$ cat src/bfs_pkg.sv
// Shared constants and types for the buck fault supervisor
package bfs_pkg;

  // ----------------------------------------------------------------
  // Timing
  // ----------------------------------------------------------------
  localparam int CLK_PERIOD_NS = 40;
  localparam int BLANK_NS = 80;
  localparam int MIN_OFF_NS = 120;
  localparam int OV_DELAY_NS = 20000;
  localparam int SOFT_START_NS = 1000000;
  localparam int HICCUP_NS = 5000000;
  localparam int BLANK_CYC = (BLANK_NS + CLK_PERIOD_NS - 1) / CLK_PERIOD_NS;
  localparam int MIN_OFF_CYC = (MIN_OFF_NS + CLK_PERIOD_NS - 1) / CLK_PERIOD_NS;
  localparam int OV_DELAY_CYC = (OV_DELAY_NS + CLK_PERIOD_NS - 1) / CLK_PERIOD_NS;
  localparam int SOFT_START_CYC = (SOFT_START_NS + CLK_PERIOD_NS - 1) / CLK_PERIOD_NS;
  localparam int HICCUP_CYC = (HICCUP_NS + CLK_PERIOD_NS - 1) / CLK_PERIOD_NS;

  // ----------------------------------------------------------------
  // Cycle limits and slope relationship (milli units)
  // ----------------------------------------------------------------
  localparam int OC_CYCLE_LIMIT = 8;
  localparam int SW_SHORT_CYCLE_LIMIT = 3;
  localparam int FSW_KHZ = 2000;
  localparam int SLOPE_GAIN_MILLI = 1400;
  localparam int SLOPE_OFFSET_MILLI = 205;

  // ----------------------------------------------------------------
  // Register map
  // ----------------------------------------------------------------
  localparam logic [11:0] REG_CTRL = 12'h000;
  localparam logic [11:0] REG_STATUS = 12'h004;
  localparam logic [11:0] REG_FAULTS = 12'h008;
  localparam logic [11:0] REG_COUNT = 12'h00c;
  localparam logic [11:0] REG_SLOPE = 12'h010;
  localparam int CTRL_EN_BIT = 0;
  localparam logic CTRL_EN_RST = 1'b1;

  // ----------------------------------------------------------------
  // Comparator flag indices
  // ----------------------------------------------------------------
  localparam int F_EN = 0;
  localparam int F_INPUT_LOW_LOCKOUT = 1;
  localparam int F_PCL = 2;
  localparam int F_SEC = 3;
  localparam int F_BOPEN = 4;
  localparam int F_BSHORT = 5;
  localparam int F_OV = 6;
  localparam int F_OT = 7;
  localparam int F_PWM = 8;
  localparam int F_VOK = 9;
  localparam int F_OSC = 10;
  localparam int NUM_FLAGS = 11;

  typedef enum logic [2:0] {
    ST_OFF = 3'h0,
    ST_SOFT = 3'h1,
    ST_RUN = 3'h2,
    ST_HICCUP = 3'h3,
    ST_LATCHED = 3'h4
  } bfs_state_e;

  typedef struct packed {
    logic oc_hiccup;
    logic sw_short;
    logic boot_open;
    logic boot_short;
    logic overvolt;
    logic overtemp;
    logic input_low;
    logic latched;
  } bfs_faults_s;

  typedef struct packed {
    logic [18:0] rsvd;
    logic power_ok_low;
    logic ss_reset;
    logic boot_short;
    logic boot_open;
    logic overtemp;
    logic overvolt;
    logic input_low;
    logic pcl_trip;
    logic ls;
    logic hs;
    logic [2:0] state;
  } bfs_status_s;

endpackage

$ cat src/bfs_tmr_if.sv
// Load and expiry signals between the supervisor and a down timer
`timescale 1ns/1ps
interface bfs_tmr_if #(parameter int W = 8) ();
  logic load;
  logic [W-1:0] load_val;
  logic zero;
  modport ctrl (output load, output load_val, input zero);
  modport tmr (input load, input load_val, output zero);
endinterface

$ cat src/bfs_supervisor.sv
// Fault supervisor for a synchronous buck regulator with AHB-Lite registers
//
// Our own choices: the AHB-Lite register port and the register offsets.
`timescale 1ns/1ps
// Overview of operation
// - Hold disabled while input below lockout
// - Current limit: high off, low on
// - Ignore current limit during turn-on blanking
// - Count overcurrent cycles, fault at limit
// - Retry soft-start every hiccup interval
// - Overcurrent counter frozen during soft-start
// - Recover automatically once overload clears
// - Open bootstrap: power-good low, hiccup
// - Bootstrap short before startup: no switching
// - Bootstrap short after startup latches off
// - Bootstrap short leaves power-good floating
// - Overvoltage: high off, pulse low side
// - Power-good low after overvoltage delay
// - Secondary overcurrent beyond two cycles: high off
// - Switch short: hiccup, retry, auto recover
// - Slope ramp equals 1.4 fsw minus 0.205
// - Overtemperature stops switching, resets soft-start
// - Disable or fault resets soft-start; overvoltage leaves it running
module bfs_supervisor #(
  parameter int HICCUP_CYCLES = bfs_pkg::HICCUP_CYC,
  parameter int SOFT_START_CYCLES = bfs_pkg::SOFT_START_CYC,
  parameter int OC_LIMIT = bfs_pkg::OC_CYCLE_LIMIT,
  parameter int SW_LIMIT = bfs_pkg::SW_SHORT_CYCLE_LIMIT,
  parameter int FSW_KHZ = bfs_pkg::FSW_KHZ,
  parameter int SEQ_W = 24
) (
  input wire logic hclk, // clock, 25 MHz
  input wire logic hresetn, // async reset, active low
  input wire logic ce, // clock enable
  input wire logic hsel, // slave select
  input wire logic [31:0] haddr, // byte address
  input wire logic [1:0] htrans, // transfer type
  input wire logic hwrite, // write strobe
  input wire logic [2:0] hsize, // transfer size, word only
  input wire logic [31:0] hwdata, // write data
  input wire logic hready, // bus ready
  output logic hreadyout, // slave ready
  output logic hresp, // response, always OKAY
  output logic [31:0] hrdata, // read data
  input wire logic enable_pin, // regulator enable
  input wire logic input_low_lockout, // input below lockout level
  input wire logic per_pulse_current_limit, // high-side peak over limit
  input wire logic secondary_current_flag, // very high high-side current
  input wire logic boot_cap_open, // bootstrap capacitor open
  input wire logic boot_cap_short, // bootstrap capacitor shorted
  input wire logic output_overvoltage_guard, // output overvoltage
  input wire logic overtemp_shutdown, // junction too hot
  input wire logic pwm_high_req, // PWM loop asks for high side
  input wire logic vout_above_uv, // output above undervoltage level
  input wire logic osc_pulse, // oscillator clock pulse
  output logic hs_on, // high-side switch command
  output logic ls_on, // low-side switch command
  output logic soft_start_reset, // reset soft-start and error amp
  output logic soft_start_active, // soft-start ramp running
  output logic hiccup_active, // waiting out a hiccup interval
  output logic power_ok_out_o, // power-good pin level when driven
  output logic power_ok_out_oe // power-good pulled low
);

  // ----------------------------------------------------------------
  // State
  // ----------------------------------------------------------------
  typedef struct packed {
    bfs_pkg::bfs_state_e st;
    logic hs;
    logic ls;
    logic pg_oe;
    logic ss_rst;
    logic pcl_trip;
    logic pcl_seen;
    logic sec_seen;
    logic [7:0] oc_cnt;
    logic [7:0] sec_cnt;
    logic osc_d;
    logic ctrl_en;
    bfs_pkg::bfs_faults_s flt;
    logic wr_pend;
    logic [11:0] wr_addr;
    logic [31:0] rdata;
  } bfs_top_s;

  localparam bfs_top_s TOP_RST = '{
    st: bfs_pkg::ST_OFF,
    ss_rst: 1'b1,
    ctrl_en: bfs_pkg::CTRL_EN_RST,
    default: '0
  };
  localparam int SLOPE_MILLI =
    (bfs_pkg::SLOPE_GAIN_MILLI * FSW_KHZ) / 1000 - bfs_pkg::SLOPE_OFFSET_MILLI;

  bfs_top_s r;
  bfs_top_s n;
  logic [bfs_pkg::NUM_FLAGS-1:0] raw;
  logic [bfs_pkg::NUM_FLAGS-1:0] fs;
  logic cyc_start;
  logic active;
  logic pcl_ok;
  logic sec_now;
  logic oc_hit;
  logic sw_hit;
  logic go_off;
  logic ov_pg_low;
  logic sw_allow;
  logic bus_acc;
  logic [31:0] rd_word;
  bfs_pkg::bfs_status_s sts;

  // ----------------------------------------------------------------
  // Flag synchronisation
  // ----------------------------------------------------------------
  assign raw[bfs_pkg::F_EN] = enable_pin;
  assign raw[bfs_pkg::F_INPUT_LOW_LOCKOUT] = input_low_lockout;
  assign raw[bfs_pkg::F_PCL] = per_pulse_current_limit;
  assign raw[bfs_pkg::F_SEC] = secondary_current_flag;
  assign raw[bfs_pkg::F_BOPEN] = boot_cap_open;
  assign raw[bfs_pkg::F_BSHORT] = boot_cap_short;
  assign raw[bfs_pkg::F_OV] = output_overvoltage_guard;
  assign raw[bfs_pkg::F_OT] = overtemp_shutdown;
  assign raw[bfs_pkg::F_PWM] = pwm_high_req;
  assign raw[bfs_pkg::F_VOK] = vout_above_uv;
  assign raw[bfs_pkg::F_OSC] = osc_pulse;

  bfs_sync #(.W(bfs_pkg::NUM_FLAGS)) u_sync (
    .hclk(hclk),
    .hresetn(hresetn),
    .ce(ce),
    .d(raw),
    .q(fs)
  );

  // ----------------------------------------------------------------
  // Timers
  // ----------------------------------------------------------------
  bfs_tmr_if #(.W(8)) blank_if ();
  bfs_tmr_if #(.W(8)) offp_if ();
  bfs_tmr_if #(.W(12)) ovd_if ();
  bfs_tmr_if #(.W(SEQ_W)) seq_if ();

  bfs_timer #(.W(8)) u_blank (.hclk(hclk), .hresetn(hresetn), .ce(ce), .t(blank_if));
  bfs_timer #(.W(8)) u_offp (.hclk(hclk), .hresetn(hresetn), .ce(ce), .t(offp_if));
  bfs_timer #(.W(12)) u_ovd (.hclk(hclk), .hresetn(hresetn), .ce(ce), .t(ovd_if));
  bfs_timer #(.W(SEQ_W)) u_seq (.hclk(hclk), .hresetn(hresetn), .ce(ce), .t(seq_if));

  // Blanking restarts on every high-side turn-on
  assign blank_if.load = n.hs & ~r.hs;
  assign blank_if.load_val = 8'(bfs_pkg::BLANK_CYC);
  // One low-side pulse of minimum off-time per switching cycle while in overvoltage
  assign offp_if.load = cyc_start & fs[bfs_pkg::F_OV] & active;
  assign offp_if.load_val = 8'(bfs_pkg::MIN_OFF_CYC);
  // Held loaded while no overvoltage, so it only runs out on a lasting one
  assign ovd_if.load = ~fs[bfs_pkg::F_OV];
  assign ovd_if.load_val = 12'(bfs_pkg::OV_DELAY_CYC);
  assign seq_if.load = (n.st != r.st) &&
    ((n.st == bfs_pkg::ST_SOFT) || (n.st == bfs_pkg::ST_HICCUP));
  assign seq_if.load_val = (n.st == bfs_pkg::ST_HICCUP) ?
    SEQ_W'(HICCUP_CYCLES) : SEQ_W'(SOFT_START_CYCLES);

  // ----------------------------------------------------------------
  // Fault decisions
  // ----------------------------------------------------------------
  assign cyc_start = fs[bfs_pkg::F_OSC] & ~r.osc_d;
  assign active = (r.st == bfs_pkg::ST_SOFT) || (r.st == bfs_pkg::ST_RUN);
  assign pcl_ok = fs[bfs_pkg::F_PCL] & r.hs & blank_if.zero;
  assign sec_now = fs[bfs_pkg::F_SEC] & r.hs;
  assign oc_hit = r.oc_cnt >= 8'(OC_LIMIT);
  assign sw_hit = r.sec_cnt >= 8'(SW_LIMIT);
  assign go_off = ~(fs[bfs_pkg::F_EN] & r.ctrl_en) | fs[bfs_pkg::F_INPUT_LOW_LOCKOUT] |
    fs[bfs_pkg::F_OT] | fs[bfs_pkg::F_BSHORT];
  assign ov_pg_low = fs[bfs_pkg::F_OV] & ovd_if.zero;
  assign bus_acc = hsel & hready & htrans[1];

  always_comb begin
    n = r;
    n.osc_d = fs[bfs_pkg::F_OSC];

    // Sequencer
    if (r.st == bfs_pkg::ST_LATCHED) begin
      n.st = bfs_pkg::ST_LATCHED;
    end else if (fs[bfs_pkg::F_BSHORT] && (r.st == bfs_pkg::ST_RUN)) begin
      n.st = bfs_pkg::ST_LATCHED;
    end else if (go_off) begin
      n.st = bfs_pkg::ST_OFF;
    end else begin
      case (r.st)
        bfs_pkg::ST_OFF: begin
          n.st = bfs_pkg::ST_SOFT;
        end
        bfs_pkg::ST_SOFT: begin
          if (fs[bfs_pkg::F_BOPEN] || sw_hit) begin
            n.st = bfs_pkg::ST_HICCUP;
          end else if (seq_if.zero) begin
            n.st = bfs_pkg::ST_RUN;
          end
        end
        bfs_pkg::ST_RUN: begin
          if (fs[bfs_pkg::F_BOPEN] || oc_hit || sw_hit) begin
            n.st = bfs_pkg::ST_HICCUP;
          end
        end
        bfs_pkg::ST_HICCUP: begin
          if (seq_if.zero) begin
            n.st = bfs_pkg::ST_SOFT;
          end
        end
        default: begin
          n.st = bfs_pkg::ST_OFF;
        end
      endcase
    end
    n.ss_rst = (n.st != bfs_pkg::ST_SOFT) && (n.st != bfs_pkg::ST_RUN);

    // Per-pulse limit holds until the next oscillator pulse; a trip wins
    if (!active) begin
      n.pcl_trip = 1'b0;
      n.pcl_seen = 1'b0;
    end else if (cyc_start) begin
      n.pcl_trip = pcl_ok;
      n.pcl_seen = pcl_ok;
    end else begin
      n.pcl_trip = r.pcl_trip | pcl_ok;
      n.pcl_seen = r.pcl_seen | pcl_ok;
    end

    // Consecutive overcurrent cycles; frozen at zero outside regulation
    if (r.st != bfs_pkg::ST_RUN) begin
      n.oc_cnt = '0;
    end else if (cyc_start) begin
      if (r.pcl_seen | pcl_ok) begin
        n.oc_cnt = oc_hit ? r.oc_cnt : r.oc_cnt + 8'h01;
      end else begin
        n.oc_cnt = '0;
      end
    end

    // Consecutive secondary-detector cycles
    if (!active) begin
      n.sec_cnt = '0;
      n.sec_seen = 1'b0;
    end else if (cyc_start) begin
      if (r.sec_seen | sec_now) begin
        n.sec_cnt = sw_hit ? r.sec_cnt : r.sec_cnt + 8'h01;
      end else begin
        n.sec_cnt = '0;
      end
      n.sec_seen = 1'b0;
    end else begin
      n.sec_seen = r.sec_seen | sec_now;
    end

    // Switch commands; never both on
    sw_allow = ((n.st == bfs_pkg::ST_SOFT) || (n.st == bfs_pkg::ST_RUN)) &&
      !fs[bfs_pkg::F_OV] && !sw_hit;
    n.hs = sw_allow & fs[bfs_pkg::F_PWM] & ~n.pcl_trip;
    if (fs[bfs_pkg::F_OV]) begin
      n.ls = active & ~offp_if.zero;
    end else begin
      n.ls = sw_allow & ~n.hs;
    end

    // Power-good pull-down; floats on any bootstrap short
    if (fs[bfs_pkg::F_BSHORT] || (n.st == bfs_pkg::ST_LATCHED)) begin
      n.pg_oe = 1'b0;
    end else begin
      n.pg_oe = !((n.st == bfs_pkg::ST_RUN) && fs[bfs_pkg::F_VOK] && !ov_pg_low);
    end

    // Bus address phase
    n.wr_pend = bus_acc & hwrite;
    if (bus_acc & hwrite) begin
      n.wr_addr = haddr[11:0];
    end
    if (bus_acc & ~hwrite) begin
      n.rdata = rd_word;
    end

    // Bus data phase
    if (r.wr_pend) begin
      if (r.wr_addr == bfs_pkg::REG_CTRL) begin
        n.ctrl_en = hwdata[bfs_pkg::CTRL_EN_BIT];
      end else if (r.wr_addr == bfs_pkg::REG_FAULTS) begin
        n.flt = r.flt & ~bfs_pkg::bfs_faults_s'(hwdata[7:0]);
      end
    end

    // Sticky records are set after the clear so a new event survives it
    if ((n.st == bfs_pkg::ST_HICCUP) && (r.st != bfs_pkg::ST_HICCUP) && oc_hit) begin
      n.flt.oc_hiccup = 1'b1;
    end
    if (sw_hit) begin
      n.flt.sw_short = 1'b1;
    end
    if (fs[bfs_pkg::F_BOPEN]) begin
      n.flt.boot_open = 1'b1;
    end
    if (fs[bfs_pkg::F_BSHORT]) begin
      n.flt.boot_short = 1'b1;
    end
    if (fs[bfs_pkg::F_OV]) begin
      n.flt.overvolt = 1'b1;
    end
    if (fs[bfs_pkg::F_OT]) begin
      n.flt.overtemp = 1'b1;
    end
    if (fs[bfs_pkg::F_INPUT_LOW_LOCKOUT]) begin
      n.flt.input_low = 1'b1;
    end
    if (n.st == bfs_pkg::ST_LATCHED) begin
      n.flt.latched = 1'b1;
    end
  end

  // ----------------------------------------------------------------
  // Register read decode
  // ----------------------------------------------------------------
  always_comb begin
    sts = '0;
    sts.state = r.st;
    sts.hs = r.hs;
    sts.ls = r.ls;
    sts.pcl_trip = r.pcl_trip;
    sts.input_low = fs[bfs_pkg::F_INPUT_LOW_LOCKOUT];
    sts.overvolt = fs[bfs_pkg::F_OV];
    sts.overtemp = fs[bfs_pkg::F_OT];
    sts.boot_open = fs[bfs_pkg::F_BOPEN];
    sts.boot_short = fs[bfs_pkg::F_BSHORT];
    sts.ss_reset = r.ss_rst;
    sts.power_ok_low = r.pg_oe;
    if (haddr[11:0] == bfs_pkg::REG_CTRL) begin
      rd_word = {31'h0, r.ctrl_en};
    end else if (haddr[11:0] == bfs_pkg::REG_STATUS) begin
      rd_word = sts;
    end else if (haddr[11:0] == bfs_pkg::REG_FAULTS) begin
      rd_word = {24'h0, r.flt};
    end else if (haddr[11:0] == bfs_pkg::REG_COUNT) begin
      rd_word = {16'h0, r.sec_cnt, r.oc_cnt};
    end else if (haddr[11:0] == bfs_pkg::REG_SLOPE) begin
      rd_word = 32'(SLOPE_MILLI);
    end else begin
      rd_word = 32'h0;
    end
  end

  // ----------------------------------------------------------------
  // State register
  // ----------------------------------------------------------------
  always_ff @(posedge hclk or negedge hresetn) begin
    if (!hresetn) begin
      r <= TOP_RST;
    end else if (ce) begin
      r <= n;
    end
  end

  // ----------------------------------------------------------------
  // Outputs
  // ----------------------------------------------------------------
  // Zero wait states: every transfer completes in its first data cycle
  assign hreadyout = 1'b1;
  assign hresp = 1'b0;
  assign hrdata = r.rdata;
  assign hs_on = r.hs;
  assign ls_on = r.ls;
  assign soft_start_reset = r.ss_rst;
  assign soft_start_active = (r.st == bfs_pkg::ST_SOFT);
  assign hiccup_active = (r.st == bfs_pkg::ST_HICCUP);
  // Open drain: only ever pulls low
  assign power_ok_out_o = 1'b0;
  assign power_ok_out_oe = r.pg_oe;

endmodule

$ cat src/bfs_sync.sv
// Two-stage synchroniser for a vector of asynchronous flags
`timescale 1ns/1ps
module bfs_sync #(
  parameter int W = 8
) (
  input wire logic hclk, // clock
  input wire logic hresetn, // async reset, active low
  input wire logic ce, // clock enable
  input wire logic [W-1:0] d, // asynchronous flags
  output logic [W-1:0] q // synchronised flags
);

  typedef struct packed {
    logic [W-1:0] s1;
    logic [W-1:0] s2;
  } bfs_sync_s;

  bfs_sync_s r;
  bfs_sync_s n;

  // First stage feeds only the second stage
  always_comb begin
    n = r;
    n.s1 = d;
    n.s2 = r.s1;
  end

  always_ff @(posedge hclk or negedge hresetn) begin
    if (!hresetn) begin
      r <= '0;
    end else if (ce) begin
      r <= n;
    end
  end

  assign q = r.s2;

endmodule

$ cat src/bfs_timer.sv
// Loadable down timer that flags expiry at zero
`timescale 1ns/1ps
module bfs_timer #(
  parameter int W = 8
) (
  input wire logic hclk, // clock
  input wire logic hresetn, // async reset, active low
  input wire logic ce, // clock enable
  bfs_tmr_if.tmr t // load and expiry
);

  typedef struct packed {
    logic [W-1:0] cnt;
  } bfs_timer_s;

  bfs_timer_s r;
  bfs_timer_s n;

  always_comb begin
    n = r;
    if (t.load) begin
      n.cnt = t.load_val;
    end else if (r.cnt != '0) begin
      n.cnt = r.cnt - 1'b1;
    end
  end

  always_ff @(posedge hclk or negedge hresetn) begin
    if (!hresetn) begin
      r <= '0;
    end else if (ce) begin
      r <= n;
    end
  end

  assign t.zero = (r.cnt == '0);

endmodule

$ cat config.mk
export PLATFORM = sky130hd
export DESIGN_NAME = bfs_supervisor
export DESIGN_NICKNAME = d
export VERILOG_FILES = /design/src/bfs_pkg.sv /design/src/bfs_tmr_if.sv /design/src/bfs_supervisor.sv /design/src/bfs_sync.sv /design/src/bfs_timer.sv
export SDC_FILE = /design/constraint.sdc
export NUM_CORES = 1
export LEC_CHECK = 0
export BUFFER_PORTS_ARGS = -buffer_cell sky130_fd_sc_hd__buf_2
export CAP_MARGIN = 20
export CORE_MARGIN = 1
export CORE_UTILIZATION = 62
export CTS_BUF_LIST = sky130_fd_sc_hd__clkbuf_8
export CTS_CLUSTER_SIZE = 40
export DETAILED_ROUTE_END_ITERATION = 10
export PLACE_DENSITY = 0.87
export SLEW_MARGIN = 25
export SYNTH_ARGS = -nofsm -noshare
export SYNTH_HDL_FRONTEND = slang
export SYNTH_SLANG_ARGS = --single-unit
$ cat constraint.sdc
create_clock -name hclk -period 3.8 [get_ports hclk]
set_input_delay 0.38 -clock hclk [delete_from_list [all_inputs] [get_ports hclk]]
set_output_delay 0.38 -clock hclk [all_outputs]
set_load 0.02 [all_outputs]
==> flow_summary.json <==
{
  "yosysUniqueCellTypes": 62,
  "status": "complete, no violations",
  "clock_skew_ps": 10.9,
  "grt.overflow.total": 0,
  "cp_max_fo": 13,
  "io_pins": 127,
  "gp_congestion": 0.922,
  "use_met3": 0.0622,
  "synth-edff-count": 0,
  "antenna_found_initial": 0,
  "drive_gt1_frac": 0.208,
  "routed_via_density": 6.15,
  "rsz0062_at_grt": "no",
  "total_leakage_power_nw": 3.53,
  "tns_ps": 0,
  "yosys.cell_count.top_type": "dfrtp_1",
  "finalSetupViolCount": 0,
  "reg2reg_from": "u_sync.q[5]",
  "initial_core_util": 0.647,
  "grt_pass1_wl_microns": 26000,
  "final_antenna_net_count": 0,
  "met2_usage": 0.478,
  "areaGrowthSynthToFinish_pct": 8.87,
  "yosys_warnings": 0,
  "placed_area_sq_um": 7330,
  "numCtsBuffers": 17,
  "ctsHtreeMaxLevel": 4,
  "worstMarginPinSlew_ps": 864,
  "drc": 0,
  "drv_cap": 0,
  "postCtsHoldBufs": 0,
  "hold_viol_final": 0,
  "final_util": 0.705,
  "async_reset_ff_frac": 1.00,
  "cts_root_buf": "clkbuf_8",
  "ff2ff_setup_slack_ps": 940,
  "fin_cells": 908,
  "powerDensity_nw_per_um2": 539,
  "via_count": 5583,
  "grt_pass1_vias": 5473,
  "wire_per_inst_microns": 17.4,
  "grt_start_max_net_pins": 112,
  "synth-seq-cells": 139,
  "cts_buffer_depth": 2,
  "r2r_cells": 7,
  "timing.final.crit_share": 0.752,
  "slew_violations": 0,
  "cts_tree": "yes",
  "totalWireLength_microns": 15800,
  "worstPathArrival_ps": 3230,
  "use_met1": 0.365,
  "fp.dieW_microns": 109,
  "core_sq_um": 11000,
  "synth_area_leaders": "dfrtp_1, mux2_2, nand2_1, buf_4, nor2_1",
  "fp.dieH_microns": 109,
  "holdCritPathClass": "input pin to asynchronous set/reset pin",
  "grt_usage": 0.287,
  "finalNetCount": 851,
  "fin_crit_ps": 2860,
  "die_area_sq_um": 11900,
  "synth_top_cell_area_share": 0.480,
  "post_cts_buffers": 0,
  "dr.pass1.iters": 4,
  "portBuffers": 59,
  "end_kind": "flip-flop",
  "fin_area_sq_um": 7770,
  "avgSynthCellArea_sq_um": 9.91,
  "worstReg2RegEnd": "u_seq.r[4]",
  "drtIter0Drc": 500,
  "dp_hpwl_microns": 11200,
  "path_clk_slew_ps": 80,
  "required_ps": 4170,
  "synth-seq-area-share": 0.488,
  "netlist_area_sq_um": 7140,
  "grt.busiest_layer": "met2",
  "insertion_delay_ps": 450,
  "synthFlopType": "dfrtp_1",
  "relSlewSlack": 0.424,
  "clock-sinks": 139,
  "ir_drop_uv": 500,
  "synth_area_leader_cell": "dfrtp_1",
  "synth_commonest_cells": "dfrtp_1, nand2_1, nor2_1",
  "rows": 38,
  "cp-start-kind": "flip-flop",
  "num_antenna_cells": 0,
  "post-place-cells": 877,
  "crit_type": "flip-flop to flip-flop",
  "fmax_mhz": 350,
  "syn_inst": 720,
  "cts_resized": 0
}
==> worst max-delay path, stage by stage (launching register included) <==
cell and delay (ps):
dfrtp_1 510, nor4b_1 390, and3_1 370, a21boi_1 280
o21a_1 460, nand2_1 190, or4_1 430, a21oi_1 150
==> layer usage <==
metal  part of all wire  vias to the layer above
met1               0.42                     2732
met5                  0                        -
met2               0.49                      228
met3              0.066                       41
li1                   -                     2582
met4              0.024                        0
==> layout make-up <==
| class | instances | area, sq um |
|---|---|---|
| Clock buffer | 18 | 248 |
| Clock inverter | 13 | 191 |
| Fill cell | 781 | 3260 |
| Inverter | 25 | 93.8 |
| Multi-Input combinational cell | 509 | 3240 |
| Sequential cell | 139 | 3480 |
| Tap cell | 140 | 175 |
| Timing Repair Buffer | 64 | 342 |
==> state kept, by name, indices dropped and copies added, names as in the netlist <==
signal,count
u_sync.q,11
soft_start_reset,1
u_seq.r,24
u_blank.r,8
u_sync.n,11
u_offp.r,8
u_ovd.r,12
hs_on,1
hrdata,16
r,45
power_ok_out_oe,1
ls_on,1
==> how the worst max path moves through the flow <==
stage | cells past startpoint | endpoint | slack, ps | from
2_1_floorplan | 8 | u_seq.r[11] | 1410 | u_seq.r[17]
3_3_place_gp | 7 | u_seq.r[7] | 1070 | u_seq.r[17]
3_5_place_dp | 7 | u_seq.r[4] | 960 | u_sync.q[5]
4_1_cts | 7 | u_seq.r[4] | 940 | u_sync.q[5]
5_1_grt | 7 | u_seq.r[16] | 810 | r[55]
6_report | 7 | u_seq.r[4] | 940 | u_sync.q[5]
==> logic make-up after synthesis <==
logic type,Yosys count,share of synthesized area
AND/OR/NAND/NOR,280,0.206
flip-flops,139,0.488
AO/OA/AOI/OAI,129,0.118
buffers and inverters,89,0.0673
multiplexers,46,0.0722
XOR/XNOR,26,0.0319
adder cells (fa/ha/maj),9,0.0158
other,2,0.00105
==> through the flow <==
| stage | setup WS, ps | hold slack [ps] | power [W] |
|---|---|---|---|
| final | 943 | 28.3 | 0.00419 |
| after global routing | 806 | 109 | 0.00439 |
| after CTS | 941 | 99.1 | 0.00419 |
| after detailed placement | 964 | 461 | 0.00287 |
| after global placement | 1070 | 449 | 0.00279 |
| after floorplan | 1410 | 84.4 | 0.00262 |
==> where the power goes <==
| part | total (W) | switching, W | internal, W |
|---|---|---|---|
| clock network | 0.00132 | 0.000588 | 0.000735 |
| registers | 0.00201 | 0.000272 | 0.00174 |
| logic | 0.000859 | 0.000466 | 0.000393 |
==> placed cells by master (no fill, tap or decap), types with 10 or more instances in the layout <==
cell	n
xor2_1	10
clkbuf_8	19
nor2_1	53
nor2b_1	12
nor3_1	24
nor4_1	20
inv_1	25
buf_2	58
mux2_2	44
a21oi_1	24
or3_1	13
nand3_1	20
conb_1	19
xnor2_1	16
o21ai_0	39
nand2_1	76
dfrtp_1	137
No activity file was read; power rests on OpenSTA's default activity.
